**config.mk**
```make
export PLATFORM = sky130hd
export DESIGN_NAME = wbdelay_core
export DESIGN_NICKNAME = d
export VERILOG_FILES = /design/src/rtl/wbdelay_pkg.sv /design/src/rtl/wbdelay_core.sv
export SDC_FILE = /design/constraint.sdc
export NUM_CORES = 2
export LEC_CHECK = 0
export CORE_UTILIZATION = 55
export CTS_CLUSTER_SIZE = 20
export DETAILED_ROUTE_END_ITERATION = 16
export DONT_BUFFER_PORTS = 1
export PLACE_DENSITY = 0.77
export SLEW_MARGIN = 20
export SYNTH_ARGS = -nofsm -noshare
export SYNTH_HDL_FRONTEND = slang
export SYNTH_SLANG_ARGS = --single-unit
export TNS_END_PERCENT = 1
```
**constraint.sdc**
```tcl
create_clock -name clk -period 19.9 [get_ports clk]
set_input_delay 1.99 -clock clk [delete_from_list [all_inputs] [get_ports clk]]
set_output_delay 1.99 -clock clk [all_outputs]
set_load 0.02 [all_outputs]
```
**src/rtl/wbdelay_pkg.sv**
```systemverilog
// Constants, register map and carrier types of the work-bit delay and event routing block.
package wbdelay_pkg;
    // ----------------------------------------------------------------
    // Timing
    // ----------------------------------------------------------------
    localparam int unsigned CLK_HZ = 40_000_000;
    localparam int unsigned TICK_SEC_S = 1;
    localparam int unsigned SEC_CYCLES_DEF = CLK_HZ * TICK_SEC_S;
    localparam int SEC_CNT_W = 26;
    localparam logic [5:0] MIN_SECS = 6'h3C;
    localparam int DLY_W = 14;
    localparam logic [DLY_W-1:0] DLY_MAX = 14'h270F;
    localparam logic [DLY_W-1:0] DLY_RST = 14'h0000;
    localparam logic [DLY_W-1:0] DLY_ONE = 14'h0001;
    // ----------------------------------------------------------------
    // Sizes and codes
    // ----------------------------------------------------------------
    localparam int WB_N = 8;
    localparam int EV_N = 4;
    localparam int OUT_N = 3;
    localparam int COND_N = 21;
    localparam logic [3:0] EV_NONE = 4'h0;
    localparam logic [3:0] EV_EXT_FIRST = 4'h1;
    localparam logic [3:0] EV_WB_FIRST = 4'h5;
    localparam logic [3:0] EV_WB_LAST = 4'hC;
    localparam logic [15:0] EVDATA_RST = 16'h4321;
    localparam logic [3:0] FUNC_COMM_WR = 4'h1;
    localparam logic [3:0] OUT_WB_LAST = 4'h8;
    localparam logic [3:0] OUT_WB_FIRST = 4'h1;
    localparam logic [5:0] SRC_ON = 6'h01;
    localparam logic [5:0] SRC_PWR = 6'h02;
    localparam logic [5:0] SRC_EV_FIRST = 6'h03;
    localparam logic [5:0] SRC_COND_FIRST = 6'h07;
    localparam logic [5:0] SRC_WB_FIRST = 6'h1C;
    localparam logic [5:0] SRC_WB_LAST = 6'h23;
    localparam logic [1:0] BANK_MAX = 2'h3;
    localparam logic [1:0] BANK_MAX_TWO = 2'h2;
    // ----------------------------------------------------------------
    // Register map (byte addresses) and fields
    // ----------------------------------------------------------------
    localparam int ADDR_W = 12;
    localparam logic [11:0] OFF_CTRL = 12'h000;
    localparam logic [11:0] OFF_EVDATA = 12'h004;
    localparam logic [11:0] OFF_EVFUNC = 12'h008;
    localparam logic [11:0] OFF_OUTSEL = 12'h00C;
    localparam logic [11:0] OFF_STATUS = 12'h010;
    localparam logic [11:0] OFF_CFG = 12'h040;
    localparam logic [11:0] OFF_DLY = 12'h060;
    localparam logic [11:0] OFF_BLOCK_MASK = 12'hFE3;
    localparam int CTRL_UNIT = 0;
    localparam int CTRL_BANK_LSB = 1;
    localparam int CTRL_NOEV12 = 3;
    localparam int CTRL_TWOEV = 4;
    localparam int ST_SLOT_LSB = 8;
    localparam int ST_BANKSEL = 12;
    localparam int ST_ALARM = 13;
    localparam int ST_BANK_LSB = 14;
    // ----------------------------------------------------------------
    // Types
    // ----------------------------------------------------------------
    typedef enum logic [2:0] {OP_OFF, OP_AB_OR_CD, OP_AC_AND_BD, OP_ANY, OP_ALL} op_e;
    typedef struct packed {
        logic out_nc;
        logic [3:0] in_nc;
        logic [5:0] sel_d;
        logic [5:0] sel_c;
        logic [5:0] sel_b;
        logic [5:0] sel_a;
        op_e op;
    } wb_cfg_s;
    typedef struct packed {
        logic [1:0] rsv_hi;
        logic [DLY_W-1:0] off_dly;
        logic [1:0] rsv_lo;
        logic [DLY_W-1:0] on_dly;
    } wb_dly_s;
endpackage : wbdelay_pkg

```
**src/rtl/wbdelay_core.sv**
```systemverilog
// Work-bit logic with ON/OFF delays, event slot routing and bank selection behind an APB slave.
`timescale 1ns/1ps
`default_nettype none
module wbdelay_core import wbdelay_pkg::*; #(
    parameter int unsigned SEC_CYCLES = SEC_CYCLES_DEF
) (
    input wire logic clk,
    input wire logic nrst,
    input wire logic psel,
    input wire logic penable,
    input wire logic pwrite,
    input wire logic [ADDR_W-1:0] paddr,
    input wire logic [31:0] pwdata,
    output logic [31:0] prdata,
    output logic pready,
    output logic pslverr,
    input wire logic [EV_N-1:0] ev_pin,
    input wire logic [COND_N-1:0] cond_in,
    output logic [WB_N-1:0] work_bit,
    output logic [EV_N-1:0] event_slot,
    output logic [2:0] bank_no,
    output logic bank_sel_en,
    output logic [EV_N-1:0] assign_visible,
    output logic [1:0] ctrl_out,
    output logic aux_out,
    output logic [2:0] alarm_assigned
);
    // ----------------------------------------------------------------
    // Source selection helpers
    // ----------------------------------------------------------------
    function automatic logic src_bit(input logic [5:0] code, input logic [EV_N-1:0] ev,
                                     input logic [COND_N-1:0] cond, input logic [WB_N-1:0] wb, input logic pwr);
        logic [5:0] o;
        o = code;
        if (code == SRC_ON) begin
            src_bit = 1'b1;
        end else if (code == SRC_PWR) begin
            src_bit = pwr;
        end else if (code >= SRC_WB_FIRST) begin
            o = code - SRC_WB_FIRST;
            src_bit = wb[o[2:0]];
        end else if (code >= SRC_COND_FIRST) begin
            o = code - SRC_COND_FIRST;
            src_bit = cond[o[4:0]];
        end else if (code >= SRC_EV_FIRST) begin
            o = code - SRC_EV_FIRST;
            src_bit = ev[o[1:0]];
        end else begin
            src_bit = 1'b0;
        end
    endfunction : src_bit

    function automatic logic slot_bit(input logic [3:0] code, input logic [EV_N-1:0] ev, input logic [WB_N-1:0] wb);
        logic [3:0] o;
        o = code;
        if (code >= EV_WB_FIRST) begin
            o = code - EV_WB_FIRST;
            slot_bit = wb[o[2:0]];
        end else if (code != EV_NONE) begin
            o = code - EV_EXT_FIRST;
            slot_bit = ev[o[1:0]];
        end else begin
            slot_bit = 1'b0;
        end
    endfunction : slot_bit

    // ----------------------------------------------------------------
    // Event pin synchroniser
    // ----------------------------------------------------------------
    logic [EV_N-1:0] ev_s1, ev_s2, ev_s3, ev_clean, next_ev_clean;
    logic first_cycle;
    always_comb begin
        next_ev_clean = (ev_s2 & ev_s3) | (ev_clean & (ev_s2 | ev_s3));
    end
    always_ff @(posedge clk or negedge nrst) begin
        if (!nrst) begin
            ev_s1 <= '0;
            ev_s2 <= '0;
            ev_s3 <= '0;
            ev_clean <= '0;
            first_cycle <= 1'b1;
        end else begin
            ev_s1 <= ev_pin;
            ev_s2 <= ev_s1;
            ev_s3 <= ev_s2;
            ev_clean <= next_ev_clean;
            first_cycle <= 1'b0;
        end
    end

    // ----------------------------------------------------------------
    // Register file and APB slave
    // ----------------------------------------------------------------
    logic time_unit, no_ev12, two_ev;
    logic [1:0] bank_count;
    logic [EV_N-1:0][3:0] evdata, evfunc;
    logic [OUT_N-1:0][3:0] outsel;
    wb_cfg_s cfg [WB_N];
    wb_dly_s dly [WB_N];
    logic next_time_unit, next_no_ev12, next_two_ev, next_pready, next_pslverr;
    logic [1:0] next_bank_count;
    logic [EV_N-1:0][3:0] next_evdata, next_evfunc;
    logic [OUT_N-1:0][3:0] next_outsel;
    wb_cfg_s next_cfg [WB_N];
    wb_dly_s next_dly [WB_N];
    logic [31:0] next_prdata, rd, status_word;
    logic err, fire, any_wb_slot, any_comm;
    logic [2:0] idx;
    wb_cfg_s wcfg;
    wb_dly_s wdly;
    logic [EV_N-1:0][3:0] wnib;

    always_comb begin
        idx = paddr[4:2];
        wcfg = wb_cfg_s'(pwdata);
        wdly = wb_dly_s'(pwdata);
        wnib = pwdata[15:0];
        fire = psel && penable && pready && !pslverr;
        any_wb_slot = 1'b0;
        any_comm = 1'b0;
        for (int s = 0; s < EV_N; s++) begin
            any_wb_slot = any_wb_slot | (evdata[s] >= EV_WB_FIRST);
            any_comm = any_comm | (evfunc[s] == FUNC_COMM_WR);
        end
        rd = 32'h0000_0000;
        err = 1'b0;
        if (paddr == OFF_CTRL) begin
            rd = {27'h000_0000, two_ev, no_ev12, bank_count, time_unit};
            err = pwrite && (pwdata[CTRL_BANK_LSB+:2] > (pwdata[CTRL_TWOEV] ? BANK_MAX_TWO : BANK_MAX));
        end else if (paddr == OFF_EVDATA) begin
            rd = {16'h0000, evdata};
            for (int s = 0; s < EV_N; s++) begin
                err = err | (pwrite && wnib[s] > EV_WB_LAST);
                err = err | (pwrite && wnib[s] >= EV_WB_FIRST && any_comm);
            end
        end else if (paddr == OFF_EVFUNC) begin
            rd = {16'h0000, evfunc};
            for (int s = 0; s < EV_N; s++) begin
                err = err | (pwrite && wnib[s] == FUNC_COMM_WR && any_wb_slot);
                err = err | (pwrite && wnib[s] != evfunc[s] && !assign_visible[s]);
            end
        end else if (paddr == OFF_OUTSEL) begin
            rd = {20'h0_0000, outsel};
            for (int k = 0; k < OUT_N; k++) begin
                err = err | (pwrite && pwdata[4*k+:4] > OUT_WB_LAST);
            end
        end else if (paddr == OFF_STATUS) begin
            rd = status_word;
            err = pwrite;
        end else if ((paddr & OFF_BLOCK_MASK) == OFF_CFG) begin
            rd = cfg[idx];
            err = pwrite && (wcfg.op > OP_ALL || wcfg.sel_a > SRC_WB_LAST || wcfg.sel_b > SRC_WB_LAST
                             || wcfg.sel_c > SRC_WB_LAST || wcfg.sel_d > SRC_WB_LAST);
        end else if ((paddr & OFF_BLOCK_MASK) == OFF_DLY) begin
            rd = {2'h0, dly[idx].off_dly, 2'h0, dly[idx].on_dly};
            err = pwrite && (wdly.on_dly > DLY_MAX || wdly.off_dly > DLY_MAX);
        end else begin
            err = 1'b1;
        end
        next_pready = psel && penable && !pready;
        next_pslverr = next_pready && err;
        next_prdata = (next_pready && !pwrite) ? rd : prdata;
        next_time_unit = time_unit;
        next_bank_count = bank_count;
        next_no_ev12 = no_ev12;
        next_two_ev = two_ev;
        next_evdata = evdata;
        next_evfunc = evfunc;
        next_outsel = outsel;
        next_cfg = cfg;
        next_dly = dly;
        // Refused writes leave every setting untouched; the error shows on pslverr.
        if (fire && pwrite) begin
            if (paddr == OFF_CTRL) begin
                next_time_unit = pwdata[CTRL_UNIT];
                next_bank_count = pwdata[CTRL_BANK_LSB+:2];
                next_no_ev12 = pwdata[CTRL_NOEV12];
                next_two_ev = pwdata[CTRL_TWOEV];
            end else if (paddr == OFF_EVDATA) begin
                next_evdata = wnib;
            end else if (paddr == OFF_EVFUNC) begin
                next_evfunc = wnib;
            end else if (paddr == OFF_OUTSEL) begin
                next_outsel = pwdata[4*OUT_N-1:0];
            end else if ((paddr & OFF_BLOCK_MASK) == OFF_CFG) begin
                next_cfg[idx] = wcfg;
            end else begin
                next_dly[idx] = {2'h0, wdly.off_dly, 2'h0, wdly.on_dly};
            end
        end
    end
    always_ff @(posedge clk or negedge nrst) begin
        if (!nrst) begin
            prdata <= 32'h0000_0000;
            pready <= 1'b0;
            pslverr <= 1'b0;
            time_unit <= 1'b0;
            bank_count <= 2'h0;
            no_ev12 <= 1'b0;
            two_ev <= 1'b0;
            evdata <= EVDATA_RST;
            evfunc <= '0;
            outsel <= '0;
            for (int i = 0; i < WB_N; i++) begin
                cfg[i] <= '0;
                dly[i] <= '0;
            end
        end else begin
            prdata <= next_prdata;
            pready <= next_pready;
            pslverr <= next_pslverr;
            time_unit <= next_time_unit;
            bank_count <= next_bank_count;
            no_ev12 <= next_no_ev12;
            two_ev <= next_two_ev;
            evdata <= next_evdata;
            evfunc <= next_evfunc;
            outsel <= next_outsel;
            cfg <= next_cfg;
            dly <= next_dly;
        end
    end

    // ----------------------------------------------------------------
    // Time base
    // ----------------------------------------------------------------
    // The tick runs freely, so the first unit of a delay may be partial: a setting of N
    // gives between N-1 and N whole units. A per-bit prescaler would cost far more flops.
    logic [SEC_CNT_W-1:0] sec_cnt, next_sec_cnt;
    logic [5:0] min_cnt, next_min_cnt;
    logic sec_tick, unit_tick;
    always_comb begin
        sec_tick = sec_cnt == SEC_CNT_W'(SEC_CYCLES - 1);
        next_sec_cnt = sec_tick ? '0 : sec_cnt + 1'b1;
        next_min_cnt = min_cnt;
        if (sec_tick) begin
            next_min_cnt = (min_cnt == MIN_SECS - 6'h01) ? 6'h00 : min_cnt + 6'h01;
        end
        unit_tick = sec_tick && (!time_unit || min_cnt == MIN_SECS - 6'h01);
    end
    always_ff @(posedge clk or negedge nrst) begin
        if (!nrst) begin
            sec_cnt <= '0;
            min_cnt <= 6'h00;
        end else begin
            sec_cnt <= next_sec_cnt;
            min_cnt <= next_min_cnt;
        end
    end

    // ----------------------------------------------------------------
    // Work bits and delays
    // ----------------------------------------------------------------
    logic [WB_N-1:0] raw_v, next_work_bit;
    logic [DLY_W-1:0] cnt [WB_N];
    logic [DLY_W-1:0] next_cnt [WB_N];
    always_comb begin
        logic [3:0] in_v;
        logic comb_v;
        logic [DLY_W-1:0] lim;
        in_v = 4'h0;
        comb_v = 1'b0;
        lim = DLY_RST;
        next_work_bit = work_bit;
        next_cnt = cnt;
        for (int i = 0; i < WB_N; i++) begin
            in_v[0] = src_bit(cfg[i].sel_a, ev_clean, cond_in, work_bit, first_cycle);
            in_v[1] = src_bit(cfg[i].sel_b, ev_clean, cond_in, work_bit, first_cycle);
            in_v[2] = src_bit(cfg[i].sel_c, ev_clean, cond_in, work_bit, first_cycle);
            in_v[3] = src_bit(cfg[i].sel_d, ev_clean, cond_in, work_bit, first_cycle);
            in_v = in_v ^ cfg[i].in_nc;
            unique case (cfg[i].op)
                OP_OFF: comb_v = 1'b0;
                OP_AB_OR_CD: comb_v = (in_v[0] & in_v[1]) | (in_v[2] & in_v[3]);
                OP_AC_AND_BD: comb_v = (in_v[0] | in_v[2]) & (in_v[1] | in_v[3]);
                OP_ANY: comb_v = |in_v;
                OP_ALL: comb_v = &in_v;
                default: comb_v = 1'b0;
            endcase
            raw_v[i] = comb_v ^ cfg[i].out_nc;
            lim = raw_v[i] ? dly[i].on_dly : dly[i].off_dly;
            if (raw_v[i] == work_bit[i]) begin
                next_cnt[i] = DLY_RST;
            end else if (lim == DLY_RST) begin
                next_work_bit[i] = raw_v[i];
            end else if (unit_tick) begin
                if (cnt[i] + DLY_ONE >= lim) begin
                    next_work_bit[i] = raw_v[i];
                    next_cnt[i] = DLY_RST;
                end else begin
                    next_cnt[i] = cnt[i] + DLY_ONE;
                end
            end
        end
    end
    always_ff @(posedge clk or negedge nrst) begin
        if (!nrst) begin
            work_bit <= '0;
            for (int i = 0; i < WB_N; i++) begin
                cnt[i] <= DLY_RST;
            end
        end else begin
            work_bit <= next_work_bit;
            cnt <= next_cnt;
        end
    end

    // ----------------------------------------------------------------
    // Event slots, banks and outputs
    // ----------------------------------------------------------------
    logic [EV_N-1:0] next_event_slot, next_assign_visible;
    logic [2:0] next_bank_no, next_alarm_assigned;
    logic [1:0] next_ctrl_out;
    logic next_bank_sel_en, next_aux_out, any_out_wb;
    logic [OUT_N-1:0] out_v;
    always_comb begin
        any_out_wb = 1'b0;
        for (int k = 0; k < OUT_N; k++) begin
            out_v[k] = (outsel[k] != 4'h0) && work_bit[3'(outsel[k] - OUT_WB_FIRST)];
            any_out_wb = any_out_wb | (outsel[k] != 4'h0);
        end
        next_ctrl_out = out_v[1:0];
        next_aux_out = out_v[2];
        next_alarm_assigned = {3{any_out_wb}};
        for (int s = 0; s < EV_N; s++) begin
            next_event_slot[s] = slot_bit(evdata[s], ev_clean, work_bit);
            next_assign_visible[s] = (s >= 2) || !no_ev12 || (evdata[s] != EVDATA_RST[4*s+:4]);
        end
        next_bank_no = 3'h0;
        for (int k = 0; k < 3; k++) begin
            next_bank_no[k] = (2'(k) < bank_count) && event_slot[k];
        end
        next_bank_sel_en = (bank_count != 2'h0) && no_ev12
                           && (evdata[0] >= EV_WB_FIRST || evdata[1] >= EV_WB_FIRST);
        status_word = {15'h0000, bank_no, alarm_assigned[0], bank_sel_en, event_slot, work_bit};
    end
    always_ff @(posedge clk or negedge nrst) begin
        if (!nrst) begin
            event_slot <= '0;
            assign_visible <= '0;
            bank_no <= 3'h0;
            bank_sel_en <= 1'b0;
            ctrl_out <= 2'h0;
            aux_out <= 1'b0;
            alarm_assigned <= 3'h0;
        end else begin
            event_slot <= next_event_slot;
            assign_visible <= next_assign_visible;
            bank_no <= next_bank_no;
            bank_sel_en <= next_bank_sel_en;
            ctrl_out <= next_ctrl_out;
            aux_out <= next_aux_out;
            alarm_assigned <= next_alarm_assigned;
        end
    end
endmodule : wbdelay_core
`default_nettype wire

```
==> flow_summary.json <==
{
  "outcome": "finished clean",
  "clk_pin_slew_worst_paths_ns": 0.07,
  "root_buffer": "clkbuf_16",
  "slowest_delay_ns": 0.81,
  "worstReg2RegStart": "cfg[169]$_DFFE_PN0P_",
  "die-area_sq_um": 109000,
  "netlist_area_sq_um": 59400,
  "die_w_um": 331,
  "wl_um": 211000,
  "vdd_drop_max_v": 0.0000671,
  "yosys.area_share.simple": 0.125,
  "ys_types": 104,
  "whs_endpoint": "ev_s2[3]$_DFF_PN0_",
  "core-area_sq_um": 107000,
  "grt_usage": 0.384,
  "setup_viol": 0,
  "min_from": "ev_s1[3]$_DFF_PN0_",
  "ys_ff_latch": 747,
  "synthMuxAreaShare": 0.291,
  "regToRegSetupSlack_ns": 11.14,
  "netlist_instances": 5732,
  "drtIter0Drc": 6578,
  "worstPathArrival_ns": 9.38,
  "final_cell_mix": "dfrtp_1 (733), mux2_2 (513), mux4_2 (413), nand2_1 (356), o21ai_0 (276)",
  "crit_type": "register to register",
  "syn_nets": 6072,
  "p_leak_nw": 26.6,
  "rr_worst_depth": 27,
  "cts_hold_buf": 0,
  "drc": 0,
  "postCtsSetupBuffers": 0,
  "rows": 120,
  "hold_class": "register to register",
  "grt_pass1_wl_um": 312000,
  "drtPass1Iterations": 8,
  "ios": 134,
  "wl_met1_um": 75500,
  "fmax_mhz": 114,
  "syn_area_per_cell_sq_um": 10.4,
  "max-cap-violations": 0,
  "synthXorXnorAreaFrac": 0.0344,
  "slowest_stage": "dfrtp_1",
  "wl_per_cell_um": 30.9,
  "critPathLaunchType": "register",
  "path_max_fanout": 17,
  "synth_compound_area_frac": 0.127,
  "reg2reg_to": "cnt[77]$_DFFE_PN0P_",
  "synth_edf_count": 0,
  "relSlewSlack": 0.185,
  "route.met2.wl_um": 89300,
  "power_density_nw_per_um2": 60.0,
  "cts_num_sinks": 747,
  "critPathBufInv": 2,
  "hold_viol_final": 0,
  "io_buffers": 0,
  "min_path_cells": 0,
  "fin_skew_ns": 0.0323,
  "first_global_vias": 48100,
  "seq_area_frac_synth": 0.315,
  "crit_family": "compound AO/OA/AOI/OAI gates",
  "antenna_found_initial": 21,
  "h-tree-depth": 3,
  "clockBufferDepth": 3,
  "ys.flop_type": "dfrtp_1",
  "cts_tree": "done",
  "cp-end-kind": "register",
  "yosys_warnings": 0,
  "min_period_ns": 8.76,
  "detailed_place_hpwl_um": 140000,
  "post-route-period-util": 0.440,
  "drive_above_1_share": 0.229,
  "areaGrowthSynthToFinish_pct": 5.97,
  "clock_latency_ns": 0.70,
  "synthAdderAreaFrac": 0.0567,
  "via_count": 50200,
  "antenna_left": 0,
  "nets": 5691,
  "globalRouteOverflowTotal": 0,
  "tns_ns": 0,
  "cp_data_required_time_ns": 20.52,
  "synth_top_family_by_area": "multiplexers",
  "grt_max_degree": 748,
  "start_util": 0.555,
  "wl_met3_um": 31900,
  "drv_slew": 0,
  "layout_commonest_cell": "dfrtp_1",
  "place_congestion": 1.03,
  "cts-buffers-inserted": 87,
  "async_flop_share": 1.00,
  "dr.max_layer_used": "met5",
  "fp.dieH_um": 331,
  "rsz0062_at_grt": "false",
  "cts_resized": 0,
  "tightest_slew_ns": 1.22,
  "fin_hold_ws_ns": 0.347,
  "via_per_inst": 7.34
}
==> cell usage after synthesis, types with 19 or more instances <==
cell,instances,share of area
o211ai_1,35,0.0044
a22oi_1,45,0.0057
a31oi_1,56,0.0059
mux4_2,413,0.16
nor4_1,89,0.0094
o31ai_1,38,0.0048
a2111oi_0,21,0.0031
xor2_1,130,0.019
clkbuf_1,424,0.027
nand3_1,143,0.012
a221oi_1,29,0.0043
mux2_2,513,0.097
ha_1,266,0.056
a21o_1,55,0.0070
inv_1,239,0.015
nand2_1,357,0.023
nor4b_1,19,0.0028
nand4_1,55,0.0058
buf_2,49,0.0041
nor2b_1,62,0.0065
nor2_1,273,0.017
o22ai_1,44,0.0046
mux2i_1,220,0.037
nor3_1,72,0.0061
xnor2_1,96,0.014
o21a_1,29,0.0037
or3_1,54,0.0057
and3_1,70,0.0074
a21oi_1,246,0.021
dfrtp_1,741,0.31
nand3b_1,27,0.0034
buf_1,51,0.0032
nand2b_1,44,0.0046
or4_1,29,0.0037
and2_1,22,0.0023
a211oi_1,29,0.0037
and3b_1,22,0.0032
o21ai_0,276,0.023
==> report_power, final <==
group / switching, W / internal (W)
logic: 0.000241 / 0.000172
clock network: 0.000721 / 0.00103
registers: 0.0000591 / 0.00155
total: 0.00102 / 0.00276
==> stage by stage <==
step | power (W) | worst slack [ns] | std cells | utilization | area (sq um)
final | 0.00378 | 11.14 | 6845 | 0.588 | 62900
after global routing | 0.00387 | 10.43 | 6827 | 0.588 | 62900
after CTS | 0.00374 | 11.35 | 6821 | 0.586 | 62700
after detailed placement | 0.00200 | 10.86 | 6660 | 0.557 | 59600
after global placement | 0.00199 | 10.97 | 6660 | 0.557 | 59600
after floorplan | 0.00190 | 11.78 | 5732 | - | 59400
==> cell type report <==
| cell class | instances | area (sq um) |
|---|---|---|
| Antenna cell | 19 | 47.5 |
| Clock buffer | 123 | 2540 |
| Clock inverter | 38 | 572 |
| Fill cell | 8788 | 44100 |
| Inverter | 240 | 901 |
| Multi-Input combinational cell | 4213 | 37800 |
| Sequential cell | 747 | 18700 |
| Tap cell | 1403 | 1760 |
| Timing Repair Buffer | 62 | 566 |
==> worst max path at each step <==
stage	startpoint	end	slack, ns	depth (start not counted)
final	cfg[169]$_DFFE_PN0P_	cnt[77]$_DFFE_PN0P_	11.14	27
after global routing	cfg[169]$_DFFE_PN0P_	cnt[77]$_DFFE_PN0P_	10.43	27
after CTS	cfg[169]$_DFFE_PN0P_	cnt[77]$_DFFE_PN0P_	11.35	27
after detailed placement	cond_in[6]	cnt[110]$_DFFE_PN0P_	10.86	25
after global placement	cond_in[10]	cnt[25]$_DFFE_PN0P_	10.97	25
after floorplan	cond_in[4]	cnt[74]$_DFFE_PN0P_	11.78	26
==> worst reg2reg max path, stage by stage, from the launching register on <==
cell and delay [ns]:
dfrtp_1 0.81, inv_1 0.15, ha_1 0.53, mux4_2 0.56, a32oi_1 0.21, o22a_1 0.15
a221oi_1 0.05, mux2i_1 0.17, o2111ai_1 0.51, nor4_1 0.54, nor4b_2 0.14, nor4_2 0.78
nor2_2 0.27, mux2i_1 0.25, ha_1 0.27, a21o_1 0.18, a21oi_1 0.13, o221ai_1 0.13
a21o_1 0.19, a21o_1 0.17, a21oi_1 0.12, o21ai_0 0.09, a211oi_1 0.74, nor2_1 0.34
nor4_1 0.70, buf_4 0.25, o21ai_0 0.07, a21oi_1 0.16
==> metal layers <==
metal	track usage	vias up
li1	-	20900
met1	0.479	24900
met2	0.556	3559
met3	0.164	909
met4	0.224	28
met5	0	-
==> state kept, by name, indices dropped and copies added (netlist names), 4 cells and up <==
name	cells
min_cnt	6
prdata	32
sec_cnt	26
cnt	112
cfg	256
work_bit	8
ev_clean	4
evfunc	16
event_slot	4
evdata	16
outsel	12
ev_s1	4
ev_s2	4
dly	224
ev_s3	4
==> cell families (layout without fill, tap and decap cells) <==
logic type / after synthesis / after routing
adders and majority gates: 270 / 270
other: 2 / 21
muxes: 1146 / 1146
buffers and inverters: 772 / 463
AOI/OAI and AO/OA: 1143 / 1143
DFF: 747 / 747
xor gates and xnor gates: 230 / 230
and+or+nand+nor: 1422 / 1422
Power figures use the tool's default switching activity.
